--- src/shared/msix_ctrl_defines.svh ---
// constants of the vector message control block
`ifndef MSIX_CTRL_DEFINES_SVH
`define MSIX_CTRL_DEFINES_SVH

// ----------------------------------------
// register byte offsets
// ----------------------------------------
`define OFS_CTRL      8'h00
`define OFS_VMASK     8'h04
`define OFS_PEND      8'h08
`define OFS_STAT      8'h0C

// ----------------------------------------
// control register fields
// ----------------------------------------
`define BIT_EN        15
`define BIT_FMASK     14
`define RSV_HI        13
`define RSV_LO        11
`define SIZE_HI       10
`define SIZE_W        11
`define CTRL_LANE     1
`define EN_RST        1'b0
`define FMASK_RST     1'b0

// ----------------------------------------
// bus answers and misc
// ----------------------------------------
`define RESP_OKAY     2'h0
`define RESP_SLVERR   2'h2
`define WORD_LSB      2
`define NUM_VEC_DEF   4

`endif

--- src/shared/msix_pkg.sv ---
// types of the vector message control block
`default_nettype none
package msix_pkg;

	// ----------------------------------------
	// writable control bits
	// ----------------------------------------
	typedef struct packed {
		logic en;     // extended_msg_irq_on
		logic fmask;  // function-wide mask
	} ctrl_t;

	// ----------------------------------------
	// service request mode
	// ----------------------------------------
	typedef enum logic [1:0] {
		MODE_OFF,
		MODE_INTX,
		MODE_MSIX,
		MODE_MSI
	} irq_mode_t;

	// ----------------------------------------
	// register select
	// ----------------------------------------
	typedef enum logic [2:0] {
		SEL_CTRL,
		SEL_VMASK,
		SEL_PEND,
		SEL_STAT,
		SEL_NONE
	} sel_t;

endpackage
`default_nettype wire

--- src/core/vector_gate.sv ---
// per-vector masking, pending and message fire decisions
`timescale 1ns/100ps
`default_nettype none
`include "msix_ctrl_defines.svh"

module vector_gate #(
	parameter int NUM_VEC = `NUM_VEC_DEF
) (
	// control
	input  wire logic [1:0]         ctrl_bits, // {en, fmask}
	input  wire logic               plain_on,
	input  wire logic [NUM_VEC-1:0] vmask,
	// vector state
	input  wire logic [NUM_VEC-1:0] pend,
	input  wire logic [NUM_VEC-1:0] req,
	input  wire logic [NUM_VEC-1:0] clr,
	// next state
	output logic      [NUM_VEC-1:0] pend_nxt,
	output logic      [NUM_VEC-1:0] fire_nxt
);
	import msix_pkg::*;

	// ----------------------------------------
	// decode
	// ----------------------------------------
	ctrl_t ctrl;             // unpacked control view
	wire   msix_ok;          // messages allowed
	assign ctrl    = ctrl_t'(ctrl_bits);
	assign msix_ok = ctrl.en & ~plain_on;

	// ----------------------------------------
	// one slice per vector
	// ----------------------------------------
	for (genvar i = 0; i < NUM_VEC; i++) begin : g_vec
		wire eff_mask;   // masked by function or vector
		wire want;       // request outstanding
		// function mask overrides, else own mask decides
		assign eff_mask    = ctrl.fmask | vmask[i];
		assign want        = pend[i] | req[i];
		assign fire_nxt[i] = msix_ok & ~eff_mask & want;
		// a new request beats a software clear
		assign pend_nxt[i] = want & ~fire_nxt[i] & ~(clr[i] & ~req[i]);
	end

endmodule // vector_gate
`default_nettype wire

--- src/core/msix_message_control.sv ---
// vector message control register with axi4-lite access
//
// Function
// - enable bit 15 resets to zero
// - both enables clear: request via legacy pin
// - enable set, plain clear: messages, no pin
// - enable clear: never issue a message
// - function mask set masks every vector
// - function mask clear: vector mask decides
// - function mask writes keep vector masks
// - function mask resets zero, read/write
// - bits 13 to 11 read zero
// - size field reads entries minus one
`timescale 1ns/100ps
`default_nettype none
`include "msix_ctrl_defines.svh"

module msix_message_control #(
	parameter int NUM_VEC       = `NUM_VEC_DEF, // table entries
	parameter bit INTX_SUPPORTED = 1'b1          // legacy pin present
) (
	// clock and reset
	input  wire logic               aclk,
	input  wire logic               aresetn,
	// write address channel
	input  wire logic [7:0]         s_axi_awaddr,
	input  wire logic               s_axi_awvalid,
	output logic                    s_axi_awready,
	// write data channel
	input  wire logic [31:0]        s_axi_wdata,
	input  wire logic [3:0]         s_axi_wstrb,
	input  wire logic               s_axi_wvalid,
	output logic                    s_axi_wready,
	// write response channel
	output logic [1:0]              s_axi_bresp,
	output logic                    s_axi_bvalid,
	input  wire logic               s_axi_bready,
	// read address channel
	input  wire logic [7:0]         s_axi_araddr,
	input  wire logic               s_axi_arvalid,
	output logic                    s_axi_arready,
	// read data channel
	output logic [31:0]             s_axi_rdata,
	output logic [1:0]              s_axi_rresp,
	output logic                    s_axi_rvalid,
	input  wire logic               s_axi_rready,
	// function side
	input  wire logic [NUM_VEC-1:0] vec_req,
	input  wire logic               plain_msg_irq_on,
	output logic [NUM_VEC-1:0]      msg_fire,
	output logic                    intx_n,
	output logic                    extended_msg_irq_on
);
	import msix_pkg::*;

	// ----------------------------------------
	// decoding helpers
	// ----------------------------------------
	// map a byte address onto a register
	function automatic sel_t reg_sel(input logic [7:0] a);
		logic [7:0] w;
		w = {a[7:`WORD_LSB], 2'h0};
		case (w)
			`OFS_CTRL:  reg_sel = SEL_CTRL;
			`OFS_VMASK: reg_sel = SEL_VMASK;
			`OFS_PEND:  reg_sel = SEL_PEND;
			`OFS_STAT:  reg_sel = SEL_STAT;
			default:    reg_sel = SEL_NONE;
		endcase
	endfunction

	// expand byte strobes to a bit mask
	function automatic logic [31:0] lane_mask(input logic [3:0] s);
		lane_mask = {{8{s[3]}}, {8{s[2]}}, {8{s[1]}}, {8{s[0]}}};
	endfunction

	// ----------------------------------------
	// state
	// ----------------------------------------
	localparam logic [`SIZE_W-1:0] SIZE_CODE = `SIZE_W'(NUM_VEC - 1);

	ctrl_t              ctrl_r;     // enable and function mask
	logic [NUM_VEC-1:0] vmask_r;    // per-vector masks
	logic [NUM_VEC-1:0] pend_r;     // pending requests
	logic [NUM_VEC-1:0] fire_r;     // message pulse per vector
	logic               intx_n_r;   // legacy pin, active low
	logic               awready_r;  // address slot free
	logic               wready_r;   // data slot free
	logic               aw_held_r;  // address captured
	logic               w_held_r;   // data captured
	logic [7:0]         waddr_r;    // captured address
	logic [31:0]        wdata_r;    // captured data
	logic [3:0]         wstrb_r;    // captured strobes
	logic               bvalid_r;   // write answer
	logic [1:0]         bresp_r;    // write status
	logic               arready_r;  // read slot free
	logic               rvalid_r;   // read answer
	logic [31:0]        rdata_r;    // read word
	logic [1:0]         rresp_r;    // read status
	logic               rd_ctrl_r;  // last read hit control

	// ----------------------------------------
	// combinational decode
	// ----------------------------------------
	wire               aw_take;    // address handshake
	wire               w_take;     // data handshake
	wire               ar_take;    // read handshake
	wire               do_write;   // both halves present
	wire sel_t         wsel;       // write target
	wire sel_t         rsel;       // read target
	wire [31:0]        wbits;      // written bit lanes
	wire               ctrl_wr;    // control byte written
	wire [NUM_VEC-1:0] clr_vec;    // pending clear mask
	wire [NUM_VEC-1:0] vmask_nxt;  // updated vector masks
	wire [NUM_VEC-1:0] pend_nxt;   // from vector gate
	wire [NUM_VEC-1:0] fire_nxt;   // from vector gate
	wire               legacy_on;  // legacy pin mode
	wire irq_mode_t    mode;       // current request mode
	wire [31:0]        ctrl_word;  // control read image
	wire [31:0]        rd_word;    // read mux result

	assign aw_take  = s_axi_awvalid & awready_r;
	assign w_take   = s_axi_wvalid & wready_r;
	assign ar_take  = s_axi_arvalid & arready_r;
	assign do_write = aw_held_r & w_held_r & ~bvalid_r;
	assign wsel     = reg_sel(waddr_r);
	assign rsel     = reg_sel(s_axi_araddr);
	assign wbits    = lane_mask(wstrb_r);
	assign ctrl_wr  = do_write & (wsel == SEL_CTRL) & wstrb_r[`CTRL_LANE];

	// vector masks only change through their own register
	assign vmask_nxt = (do_write && wsel == SEL_VMASK)
		? ((vmask_r & ~wbits[NUM_VEC-1:0]) | (wdata_r[NUM_VEC-1:0] & wbits[NUM_VEC-1:0]))
		: vmask_r;

	// write one clears a pending bit
	assign clr_vec = (do_write && wsel == SEL_PEND)
		? (wdata_r[NUM_VEC-1:0] & wbits[NUM_VEC-1:0]) : '0;

	// legacy pin serves only when both enables are clear
	assign legacy_on = INTX_SUPPORTED & ~ctrl_r.en & ~plain_msg_irq_on;

	assign mode = plain_msg_irq_on ? MODE_MSI
		: ctrl_r.en ? MODE_MSIX
		: legacy_on ? MODE_INTX : MODE_OFF;

	// reserved bits read zero, size reads entries minus one
	assign ctrl_word = {16'h0000, ctrl_r.en, ctrl_r.fmask, 3'h0, SIZE_CODE};

	assign rd_word = (rsel == SEL_CTRL)  ? ctrl_word
		: (rsel == SEL_VMASK) ? 32'(vmask_r)
		: (rsel == SEL_PEND)  ? 32'(pend_r)
		: (rsel == SEL_STAT)  ? {30'h0, mode} : 32'h0000_0000;

	// ----------------------------------------
	// vector gating
	// ----------------------------------------
	vector_gate #(
		.NUM_VEC  (NUM_VEC)
	) u_gate (
		.ctrl_bits(ctrl_r),
		.plain_on (plain_msg_irq_on),
		.vmask    (vmask_r),
		.pend     (pend_r),
		.req      (vec_req),
		.clr      (clr_vec),
		.pend_nxt (pend_nxt),
		.fire_nxt (fire_nxt)
	);

	// ----------------------------------------
	// control register
	// ----------------------------------------
	// only the enable and function mask store; other bits drop
	always_ff @(posedge aclk) begin
		if (!aresetn) begin
			ctrl_r.en    <= `EN_RST;
			ctrl_r.fmask <= `FMASK_RST;
		end else if (ctrl_wr) begin
			ctrl_r.en    <= wdata_r[`BIT_EN];
			ctrl_r.fmask <= wdata_r[`BIT_FMASK];
		end
	end

	// ----------------------------------------
	// vector state and outputs
	// ----------------------------------------
	// masks, pending, message pulses and legacy pin
	always_ff @(posedge aclk) begin
		if (!aresetn) begin
			vmask_r  <= '0;
			pend_r   <= '0;
			fire_r   <= '0;
			intx_n_r <= 1'b1;
		end else begin
			vmask_r  <= vmask_nxt;
			pend_r   <= pend_nxt;
			fire_r   <= fire_nxt;
			intx_n_r <= ~(legacy_on & (|pend_r));
		end
	end

	// ----------------------------------------
	// write channel
	// ----------------------------------------
	// capture address and data in either order
	always_ff @(posedge aclk) begin
		if (!aresetn) begin
			awready_r <= 1'b1;
			wready_r  <= 1'b1;
			aw_held_r <= 1'b0;
			w_held_r  <= 1'b0;
			waddr_r   <= 8'h00;
			wdata_r   <= 32'h0000_0000;
			wstrb_r   <= 4'h0;
		end else begin
			if (aw_take) begin
				awready_r <= 1'b0;
				aw_held_r <= 1'b1;
				waddr_r   <= s_axi_awaddr;
			end else if (do_write) begin
				awready_r <= 1'b1;
				aw_held_r <= 1'b0;
			end
			if (w_take) begin
				wready_r <= 1'b0;
				w_held_r <= 1'b1;
				wdata_r  <= s_axi_wdata;
				wstrb_r  <= s_axi_wstrb;
			end else if (do_write) begin
				wready_r <= 1'b1;
				w_held_r <= 1'b0;
			end
		end
	end

	// answer each write, error for unmapped addresses
	always_ff @(posedge aclk) begin
		if (!aresetn) begin
			bvalid_r <= 1'b0;
			bresp_r  <= `RESP_OKAY;
		end else if (do_write) begin
			bvalid_r <= 1'b1;
			bresp_r  <= (wsel == SEL_NONE) ? `RESP_SLVERR : `RESP_OKAY;
		end else if (s_axi_bready) begin
			bvalid_r <= 1'b0;
		end
	end

	// ----------------------------------------
	// read channel
	// ----------------------------------------
	// one read at a time, data one cycle after the handshake
	always_ff @(posedge aclk) begin
		if (!aresetn) begin
			arready_r <= 1'b1;
			rvalid_r  <= 1'b0;
			rdata_r   <= 32'h0000_0000;
			rresp_r   <= `RESP_OKAY;
			rd_ctrl_r <= 1'b0;
		end else if (ar_take) begin
			arready_r <= 1'b0;
			rvalid_r  <= 1'b1;
			rdata_r   <= rd_word;
			rresp_r   <= (rsel == SEL_NONE) ? `RESP_SLVERR : `RESP_OKAY;
			rd_ctrl_r <= (rsel == SEL_CTRL);
		end else if (rvalid_r && s_axi_rready) begin
			arready_r <= 1'b1;
			rvalid_r  <= 1'b0;
		end
	end

	// ----------------------------------------
	// port drive
	// ----------------------------------------
	assign s_axi_awready       = awready_r;
	assign s_axi_wready        = wready_r;
	assign s_axi_bvalid        = bvalid_r;
	assign s_axi_bresp         = bresp_r;
	assign s_axi_arready       = arready_r;
	assign s_axi_rvalid        = rvalid_r;
	assign s_axi_rdata         = rdata_r;
	assign s_axi_rresp         = rresp_r;
	assign msg_fire            = fire_r;
	assign intx_n              = intx_n_r;
	assign extended_msg_irq_on = ctrl_r.en;

	// ----------------------------------------
	// checks
	// ----------------------------------------
	property p_reset_off;
		@(posedge aclk) !aresetn |=> (ctrl_r.en == 1'b0);
	endproperty
	a_reset_off: assert property (p_reset_off) else $error("enable not clear after reset");

	property p_legacy_pin;
		@(posedge aclk) disable iff (!aresetn)
		(legacy_on && (|pend_r)) |=> !intx_n;
	endproperty
	a_legacy_pin: assert property (p_legacy_pin) else $error("legacy pin not asserted");

	property p_no_pin;
		@(posedge aclk) disable iff (!aresetn)
		(ctrl_r.en && !plain_msg_irq_on) |=> intx_n;
	endproperty
	a_no_pin: assert property (p_no_pin) else $error("legacy pin used in message mode");

	property p_no_msg;
		@(posedge aclk) disable iff (!aresetn)
		!ctrl_r.en |=> (msg_fire == '0);
	endproperty
	a_no_msg: assert property (p_no_msg) else $error("message issued while disabled");

	property p_fmask;
		@(posedge aclk) disable iff (!aresetn)
		ctrl_r.fmask |=> (msg_fire == '0);
	endproperty
	a_fmask: assert property (p_fmask) else $error("message under function mask");

	property p_own_mask;
		@(posedge aclk) disable iff (!aresetn)
		(ctrl_r.en && !plain_msg_irq_on && !ctrl_r.fmask && pend_r[0] && !vmask_r[0])
		|=> msg_fire[0];
	endproperty
	a_own_mask: assert property (p_own_mask) else $error("unmasked vector not fired");

	property p_keep_vmask;
		@(posedge aclk) disable iff (!aresetn)
		(do_write && wsel == SEL_CTRL) |=> $stable(vmask_r);
	endproperty
	a_keep_vmask: assert property (p_keep_vmask) else $error("vector masks moved");

	property p_fmask_rw;
		@(posedge aclk) disable iff (!aresetn)
		ctrl_wr |=> (ctrl_r.fmask == $past(wdata_r[`BIT_FMASK]));
	endproperty
	a_fmask_rw: assert property (p_fmask_rw) else $error("function mask not written");

	property p_rsv_zero;
		@(posedge aclk) disable iff (!aresetn)
		(rvalid_r && rd_ctrl_r) |-> (s_axi_rdata[`RSV_HI:`RSV_LO] == 3'h0);
	endproperty
	a_rsv_zero: assert property (p_rsv_zero) else $error("reserved bits not zero");

	property p_size;
		@(posedge aclk) disable iff (!aresetn)
		(rvalid_r && rd_ctrl_r) |-> (s_axi_rdata[`SIZE_HI:0] == SIZE_CODE);
	endproperty
	a_size: assert property (p_size) else $error("size field wrong");

endmodule // msix_message_control
`default_nettype wire

--- config.mk ---
export PLATFORM = sky130hd
export DESIGN_NAME = msix_message_control
export DESIGN_NICKNAME = d
export VERILOG_FILES = /design/src/shared/msix_pkg.sv /design/src/core/vector_gate.sv /design/src/core/msix_message_control.sv
export VERILOG_INCLUDE_DIRS = /design/src /design/src/shared
export SDC_FILE = /design/constraint.sdc
export NUM_CORES = 1
export LEC_CHECK = 0
export BUFFER_PORTS_ARGS = -buffer_cell sky130_fd_sc_hd__buf_2
export CORE_ASPECT_RATIO = 1.5
export CORE_MARGIN = 1
export CORE_UTILIZATION = 40
export CTS_BUF_LIST = sky130_fd_sc_hd__clkbuf_4
export DETAILED_ROUTE_END_ITERATION = 7
export PLACE_DENSITY_LB_ADDON = 0.1
export SYNTH_ARGS = -nofsm -noshare
export SYNTH_HDL_FRONTEND = slang
export SYNTH_SLANG_ARGS = --single-unit
--- constraint.sdc ---
create_clock -name aclk -period 1.6 [get_ports aclk]
set_input_delay 0.24 -clock aclk [delete_from_list [all_inputs] [get_ports aclk]]
set_output_delay 0.24 -clock aclk [all_outputs]
set_load 0.02 [all_outputs]
# After elaboration in Yosys (flattened, before gate mapping)
# Index checks and enable logic that the tools add are counted.
# classes
add_sub_neg	0
mul	0
div_mod_pow	0
magnitude_cmp	0
eq_ne	13
shift	0
n_mux	24
bitwise_logic	62
reduce_logical	12
# op_table
operator	n
1-bit bitwise AND	30
6-bit by 2-bit == test with 1-bit output, second input constant	4
3-bit one-hot mux with 4 select lines	2
1-bit inverter	20
16-bit 2-to-1 mux	1
1-bit 2-to-1 mux	13
6-bit by 1-bit == test with 1-bit output, second input constant	2
6-bit zero test	2
4-bit 2-to-1 mux	3
2-bit 2-to-1 mux	5
3-bit by 2-bit == test with 1-bit output, second input constant	3
4-bit bitwise AND	2
1-bit bitwise OR	8
2-bit nonzero test	4
3-bit by 1-bit == test with 1-bit output, second input constant	2
3-bit == test, second input constant	2
3-bit zero test	2
4-bit inverter	1
4-bit bitwise OR	1
4-bit OR reduction	1
1-bit logical AND	3
# totals
ff_bits	84
latchBits	0
ram_bits	0
rom_bits	0
input_bits	64
word_cells	130
mem_count	0

# Longest topological paths before layout
# Gate-level depths: netlist of the first run.
# logic_depth
word_depth	9
ltp_mapped	4
mapped_depth_nobuf	3

# By module
# From an unflattened synthesis of the first run, not the netlist that was laid out.
# unflattened
cells_unflattened	241
area_unflattened_um2	2029.4
# by_module_without_submodules
module	n_inst	cells_per_inst	area_per_inst_um2	seq_area_each_um2
msix_message_control	1	223	1914.3	880.8
vector_gate	1	18	115.1	0.0

# Least setup slack after synthesis of the first run
# OpenSTA, ideal clock, no wires.
# synth_path
path_type	input to register
from	input s_axi_araddr[5]
to	register rdata_r[15], in the netlist s_axi_rdata[15]
setup_ps	69
arrival_time_ps	1418
required_time_ps	1531
path_slack_ps	113
cell_stages	4
path_buffers	1
cell_sequence	or4_1 > buf_2 > or4_4 > o21ai_1
# synth_between
elab_chain_cells	4
word_cells_on_any_way	7
# synth_rtl
element	line	source
from (decl)	msix_message_control.sv:39	input wire logic [7:0] s_axi_araddr,
6-bit by 2-bit == test with 1-bit output, or another cell as far along	msix_message_control.sv:63	case (w)
3-bit one-hot mux with 4 select lines *	msix_message_control.sv:63	
3-bit zero test *	-	
16-bit 2-to-1 mux *	msix_message_control.sv:150	assign rd_word = (rsel == SEL_CTRL) ? ctrl_word
to (signal assigned)	msix_message_control.sv:264	rdata_r <= rd_word;
to (decl)	msix_message_control.sv:98	logic [31:0] rdata_r;
# Mark *: on every way between the ends. The rest lies on a longest branch, timed or not.
# A chain may end at the register's enable or synchronous reset.

# Final worst setup path of the first run
# layout_path
from	register ctrl_r (netlist bit extended_msg_irq_on)
to	register fire_r[0], in the netlist msg_fire[0]
# layout_between
elab_chain_cells	3
# layout_rtl
element	line	source
from (decl)	msix_message_control.sv:82	ctrl_t ctrl_r;
1-bit bitwise AND	vector_gate.sv:29	assign msix_ok = ctrl.en & ~plain_on;
1-bit bitwise AND (2 in a row)	vector_gate.sv:40	assign fire_nxt[i] = msix_ok & ~eff_mask & want;
to (signal assigned)	msix_message_control.sv:198	fire_r <= fire_nxt;
to (decl)	msix_message_control.sv:85	logic [NUM_VEC-1:0] fire_r;
# Every way passes these cells.

==> metrics.md, run 1 <==
| Metric | Value |
|---|---|
| Peak Freq | `698 MHz` |
| Die area | `0.00526 mm2` |
| GRT Util Overall | `0.166` |
| First-pass GRT wire length | `6440 um` |
| Type of the most critical hold path | `input port to flop` |
| Final WL | `4160 um` |
| CTS tree | `built` |
| Worst setup path start | `extended_msg_irq_on` |
| Unrepaired setup endpoints after global routing | `false` |
| Synth Area per Inst | `8.49 um2` |
| Critical Path RT | `1.88 ns` |
| R2R Setup Slk | `0.17 ns` |
| Final Util | `0.472` |
| Setup crit start kind | `flop` |
| Most frequent cells in the layout | `50 x buf_2, 44 x dfxtp_1, 41 x nand2_1` |
| Remaining Overflow, GRT | `0` |
| Initial Util | `0.413` |
| Cts repair resizes | `0` |
| Fin crit share | `0.895` |
| Post-DRT Antenna Nets | `0` |
| PortBufs | `50` |
| Clock Tree Buf Depth | `2` |
| Critical-path top delay cell | `dfxtp_1` |
| Final slew viol count | `0` |
| Combinational Power Share | `0.134` |
| Boundary Pins | `111` |
| Avg WL per Cell | `11.8 um` |
| Cell family with most CP delay | `simple AND/OR/NAND/NOR gates` |
| Sequential share of power | `0.539` |
| Worst slack, placed | `0.0469 ns` |
| Post-CTS Setup Repair Bufs | `0` |
| Area Growth Syn to Fin | `14.3%` |
| Yosys top cell by area | `dfxtp_1` |
| Synth unique cells | `37` |
| Core Region | `0.00481 mm2` |
| Crit Path Class | `flop to flop` |
| Root buffer cell | `clkbuf_4` |
| Vias per cell | `4.71` |
| Clock power share | `0.327` |
| Antenna Diode Count | `0` |
| DRT Pass-1 Iters | `4` |
| Crit path buf inv count | `0` |
| Violation count after the first detailed-routing iteration | `36` |
| Cell count after synthesis | `234` |
| Outcome | `completed` |
| Power Dens Cells | `964 mW/mm2` |
| VDD IR-drop max | `0.431 mV` |
| Final worst setup slack | `0.168 ns` |
| Worst Path Arrival | `1.71 ns` |
| Count of state elements after synthesis | `44` |
| Clk sink count | `44` |
| Die Wd | `59.5 um` |
| Post-route minimum period | `1.43 ns` |
| DR vias | `1662` |
| Reg clk slew, reported paths | `0.13 ns` |
| Critical Path, Cell by Cell | `or3b_1 > or2_2 > nor3_1` |
| TritonCTS buffer count | `5` |
| R2r startpoint | `extended_msg_irq_on` |
| Psw | `0.599 mW` |
| Placed cells | `345` |
| Yosys top cell area share | `0.443` |
| LEAKAGE | `1.03 nW` |
| YS warnings | `0` |
| Fraction of layout cells with a size suffix above 1 | `0.244` |
| Setup Skew | `0.00806 ns` |
| Sw frac | `0.274` |
| Nets | `350` |
| Finished Layout Cells | `353` |
| Dpl hpwl | `3150 um` |
| Max-Cap Viols | `0` |
| Number of global-route vias before repair | `1409` |
| Final number of setup-violating endpoints | `0` |
| Pin count of the biggest net entering global routing | `27` |
| Synth top area cells | `dfxtp_1 44%, buf_4 11%, nand2_1 7.7%` |
| Internal power | `1.59 mW` |
| Post-Synthesis Cell Area | `0.00199 mm2` |
| Count of final hold-check violations | `0` |
| Die Y | `88.3 um` |
| Detailed-route DRC error count | `0` |
| Worst-skew pair later-pin latency | `0.36 ns` |
| Worst-path fanout max | `5` |
| Hold Crit Start | `s_axi_wdata[1]` |
| Initial antenna violation count | `0` |
| CP max stage delay | `0.40 ns` |
| # rows | `31` |
| H-tree lvl count | `2` |
| Final TNS setup | `0 ns` |
| Worst Setup End Kind | `flop` |
| Post-CTS Hold Buffers | `0` |
| Most common cell after layout, fill and taps aside | `buf_2` |
| Final GP Congestion | `0.757` |
| Sequential cell area fraction in the yosys report | `0.443` |
through the flow:
stage | cell area, um2 | power (mW) | hold WS, ns
2_1_floorplan | 2090 | 1.45 | 0.360
5_1_grt | 2270 | 2.30 | 0.0812
4_1_cts | 2270 | 2.21 | 0.0923
3_5_place_dp | 2190 | 1.50 | 0.448
6_report | 2270 | 2.19 | 0.103
3_3_place_gp | 2190 | 1.50 | 0.444
synth_stat cells:
cell	instances
a211o_1	1
a211o_2	1
a211oi_1	1
a21bo_2	1
a21boi_0	1
a21oi_1	25
and2_1	3
and3_1	2
and3b_1	2
buf_2	1
buf_4	28
clkbuf_1	7
clkbuf_8	3
conb_1	1
dfxtp_1	44
inv_1	3
mux2i_1	6
nand2_1	41
nand2b_1	3
nand3_1	9
nand3b_1	4
nand4_1	2
nor2_1	12
nor2b_1	1
nor3_1	5
nor3b_1	6
nor4_1	1
o211ai_1	1
o21ai_0	6
o21ai_1	2
o221a_2	1
o221ai_1	4
o31ai_1	1
or2_2	1
or3b_1	1
or4_1	2
or4_4	1
registers in the layout, indices dropped and copies added (netlist names), 2 cells and up, named ones only:
register,flops
s_axi_rdata,6
wstrb_r,2
msg_fire,4
waddr_r,6
wdata_r,6
pend_r,4
metal layers:
layer / GRT usage / wire [um]
met2: 0.305 / 2240
met3: 0.0409 / 177
met4: 0.0761 / 79
met1: 0.174 / 1660
met5: 0 / 0
final cells by class:
cell class                 instances  area, um2
sequential                        44        881
inverter                           3       11.3
multi-input combinational        175        913
fill                             524       2540
timing repair buffer              57        303
clock buffer                       6       45.0
tap                               66       82.6
clock inverter                     2       35.0
cell families after synthesis:
group	Yosys count	share of synthesized area
buffers and inverters	42	0.148
muxes	6	0.0302
and+or+nand+nor	96	0.241
AOI/OAI and AO/OA	45	0.136
DFF	44	0.443
other	1	0.00189
path summary, 6_finish.rpt:
kind,endpoint,depth (start not counted)
max,msg_fire[0],3
min,wdata_r[1],3
max reg2reg,msg_fire[0],3
min reg2reg,ctrl_r[0],2
tightest hold or removal path: stages:
cell	delay [ns]
buf_2	0.09
nand2_1	0.04
a21oi_1	0.05
power by group through the flow:
stage	Clock [mW]	Sequential, mW	Combinational (mW)
after global placement	0	1.20	0.294
after global routing	0.780	1.19	0.330
after floorplan	0	1.21	0.242
after detailed placement	0	1.20	0.296
final	0.716	1.18	0.293
after CTS	0.731	1.18	0.297
Note: power is estimated with default switching activity, not from simulation.
==> run 2: changes to the inputs <==
ABC_AREA = 1   (was unset)
CORE_ASPECT_RATIO = 1.4   (was 1.5)
==> run 2 against run 1 <==
Effect of this change: cell count up 9.9%; clock-buffer cell count is 1 lower; cell area did not move; flip-flop and latch count unchanged; largest cell class unchanged; largest power group unchanged.
==> metrics.md, run 2 <==
| Metric | Value |
|---|---|
| Post-DRT Antenna Nets | `0` |
| Reg clk slew, reported paths | `0.12 ns` |
| Boundary Pins | `111` |
| Final WL | `3970 um` |
| Initial antenna violation count | `0` |
| Number of global-route vias before repair | `1547` |
| Post-synth ARST share | `0` |
| Die Wd | `61.8 um` |
| Core Region | `0.00484 mm2` |
| # rows | `30` |
| Critical Path, Cell by Cell | `nor2_1 > nand2_1 > nor2_8 > nand2_1 > o21ai_1 > nor2_1` |
| Final GP Congestion | `0.796` |
| Top-count cell post-synth | `nor2_1` |
| Root buffer cell | `clkbuf_4` |
| Synth Flop Type | `dfxtp_1` |
| Yosys top cell area share | `0.441` |
| Max-Cap Viols | `0` |
| Finished Layout Cells | `388` |
| Worst slack, placed | `0.339 ns` |
| Post-Synthesis Cell Area | `0.00200 mm2` |
| Peak Freq | `802 MHz` |
| Fillers | `524` |
| Count of final hold-check violations | `0` |
| Final worst setup slack | `0.353 ns` |
| GRT Util Overall | `0.173` |
| Power Dens Cells | `894 mW/mm2` |
| Critical Path RT | `1.86 ns` |
| VDD IR-drop max | `0.566 mV` |
| Synth top cells by count | `54 x nor2_1, 44 x dfxtp_1, 33 x nand2_1, 28 x buf_4, 25 x o21ai_0` |
| Clock Tree Buf Depth | `2` |
| Final slew viol count | `0` |
| Die Y | `85.7 um` |
| Area Growth Syn to Fin | `13.6%` |
| Storage cell area | `881 um2` |
| Crit Path Class | `flop to flop` |
| Hold_ws | `0.125 ns` |
| Setup Skew | `0.00520 ns` |
| Antenna Diode Count | `0` |
| Detailed-route DRC error count | `0` |
| Initial Util | `0.413` |
| Cell family with most CP delay | `simple AND/OR/NAND/NOR gates` |
| Violation count after the first detailed-routing iteration | `82` |
| Crit path buf inv count | `0` |
| Dpl hpwl | `3000 um` |
| Vias per cell | `4.48` |
| Worst Setup End Kind | `flop` |
| Yosys top cell by area | `dfxtp_1` |
| Remaining Overflow, GRT | `0` |
| CP max stage delay | `0.33 ns` |
| Type of the most critical hold path | `input port to flop` |
| Die area | `0.00529 mm2` |
| Avg WL per Cell | `10.2 um` |
| Number of synthesized flops with an enable pin | `0` |
| Post-route minimum period | `1.25 ns` |
| DRT Pass-1 Iters | `4` |
| Placed cells | `380` |
| Unrepaired setup endpoints after global routing | `false` |
| YS warnings | `0` |
| Cell count after synthesis | `269` |
| Fin crit share | `0.779` |
| LEAKAGE | `1.12 nW` |
| First-pass GRT wire length | `6840 um` |
| Most common cell after layout, fill and taps aside | `nor2_1` |
| Synth unique cells | `24` |
| Final TNS setup | `0 ns` |
| Synth Area per Inst | `7.43 um2` |
| Worst-path fanout max | `14` |
| Sequential cell area fraction in the yosys report | `0.441` |
| Final number of setup-violating endpoints | `0` |
| Nets | `387` |
| TritonCTS buffer count | `5` |
| Final Util | `0.469` |
| Post-CTS Setup Repair Bufs | `0` |
| Count of state elements after synthesis | `44` |
| Worst-skew pair later-pin latency | `0.35 ns` |
| Placed inst area | `0.00222 mm2` |
| Outcome | `completed` |
| Post-route cell area | `0.00227 mm2` |
| H-tree lvl count | `2` |
| Cts repair resizes | `0` |
| Clk sink count | `44` |
| Multi-input logic area | `888 um2` |
| Fraction of layout cells with a size suffix above 1 | `0.213` |
| CTS tree | `built` |
| PortBufs | `50` |
| Pin count of the biggest net entering global routing | `19` |
| Setup crit start kind | `flop` |
| Most frequent cells in the layout | `54 x nor2_1, 50 x buf_2, 44 x dfxtp_1` |
| Critical-path top delay cell | `dfxtp_1` |
| Worst Path Arrival | `1.50 ns` |
| Post-CTS Hold Buffers | `0` |
| DR vias | `1737` |
| Synth top area cells | `dfxtp_1 44%, buf_4 11%, nor2_1 10%` |
| Total power | `2.03 mW` |
==> run 2: cells by family (layout without fill, tap and decap cells) <==
group | count (synthesis) | count (layout) | share of synthesized area
simple gates | 118 | 118 | 0.267
buf+inv | 57 | 85 | 0.166
compound gates | 49 | 49 | 0.125
flops | 44 | 44 | 0.441
other cells | 1 | 28 | 0.00188
==> run 2: report_power, final <==
| group | switching (mW) | total, mW | internal, mW |
|---|---|---|---|
| clock | 0.343 | 0.505 | 0.162 |
| sequential | 0.0397 | 1.20 | 1.16 |
| combinational | 0.224 | 0.328 | 0.103 |
==> run 2: cell type report <==
type                       instances  share of cell area
clock buffer                       5              0.0165
timing repair buffer              55               0.127
multi-input combinational        195               0.391
clock inverter                     3             0.00606
inverter                          22              0.0364
tap                               64              0.0353
sequential                        44               0.388
==> run 2: final timing paths <==
kind / startpoint / end / slack, ns / cells past startpoint
max: waddr_r[4] / flop / 0.35 / 6
min reg2reg: wdata_r[15] / wdata_r[15] / 0.46 / 2
max reg2reg: waddr_r[4] / flop / 0.35 / 6
min: s_axi_bready / s_axi_bvalid / 0.12 / 4
==> run 2: worst reg2reg max path: cells and delay by family, from the launching register on <==
family	cells	cell delay, ns
compound gates	1	0.15
flops	1	0.33
simple gates	5	0.69
==> run 2: layer usage <==
layer | track usage | wire length, um | up-vias
li1 | - | - | 923
met1 | 0.202 | 1780 | 748
met2 | 0.281 | 1870 | 56
met3 | 0.0498 | 186 | 10
met4 | 0.0869 | 123 | 0
met5 | 0 | 0 | -
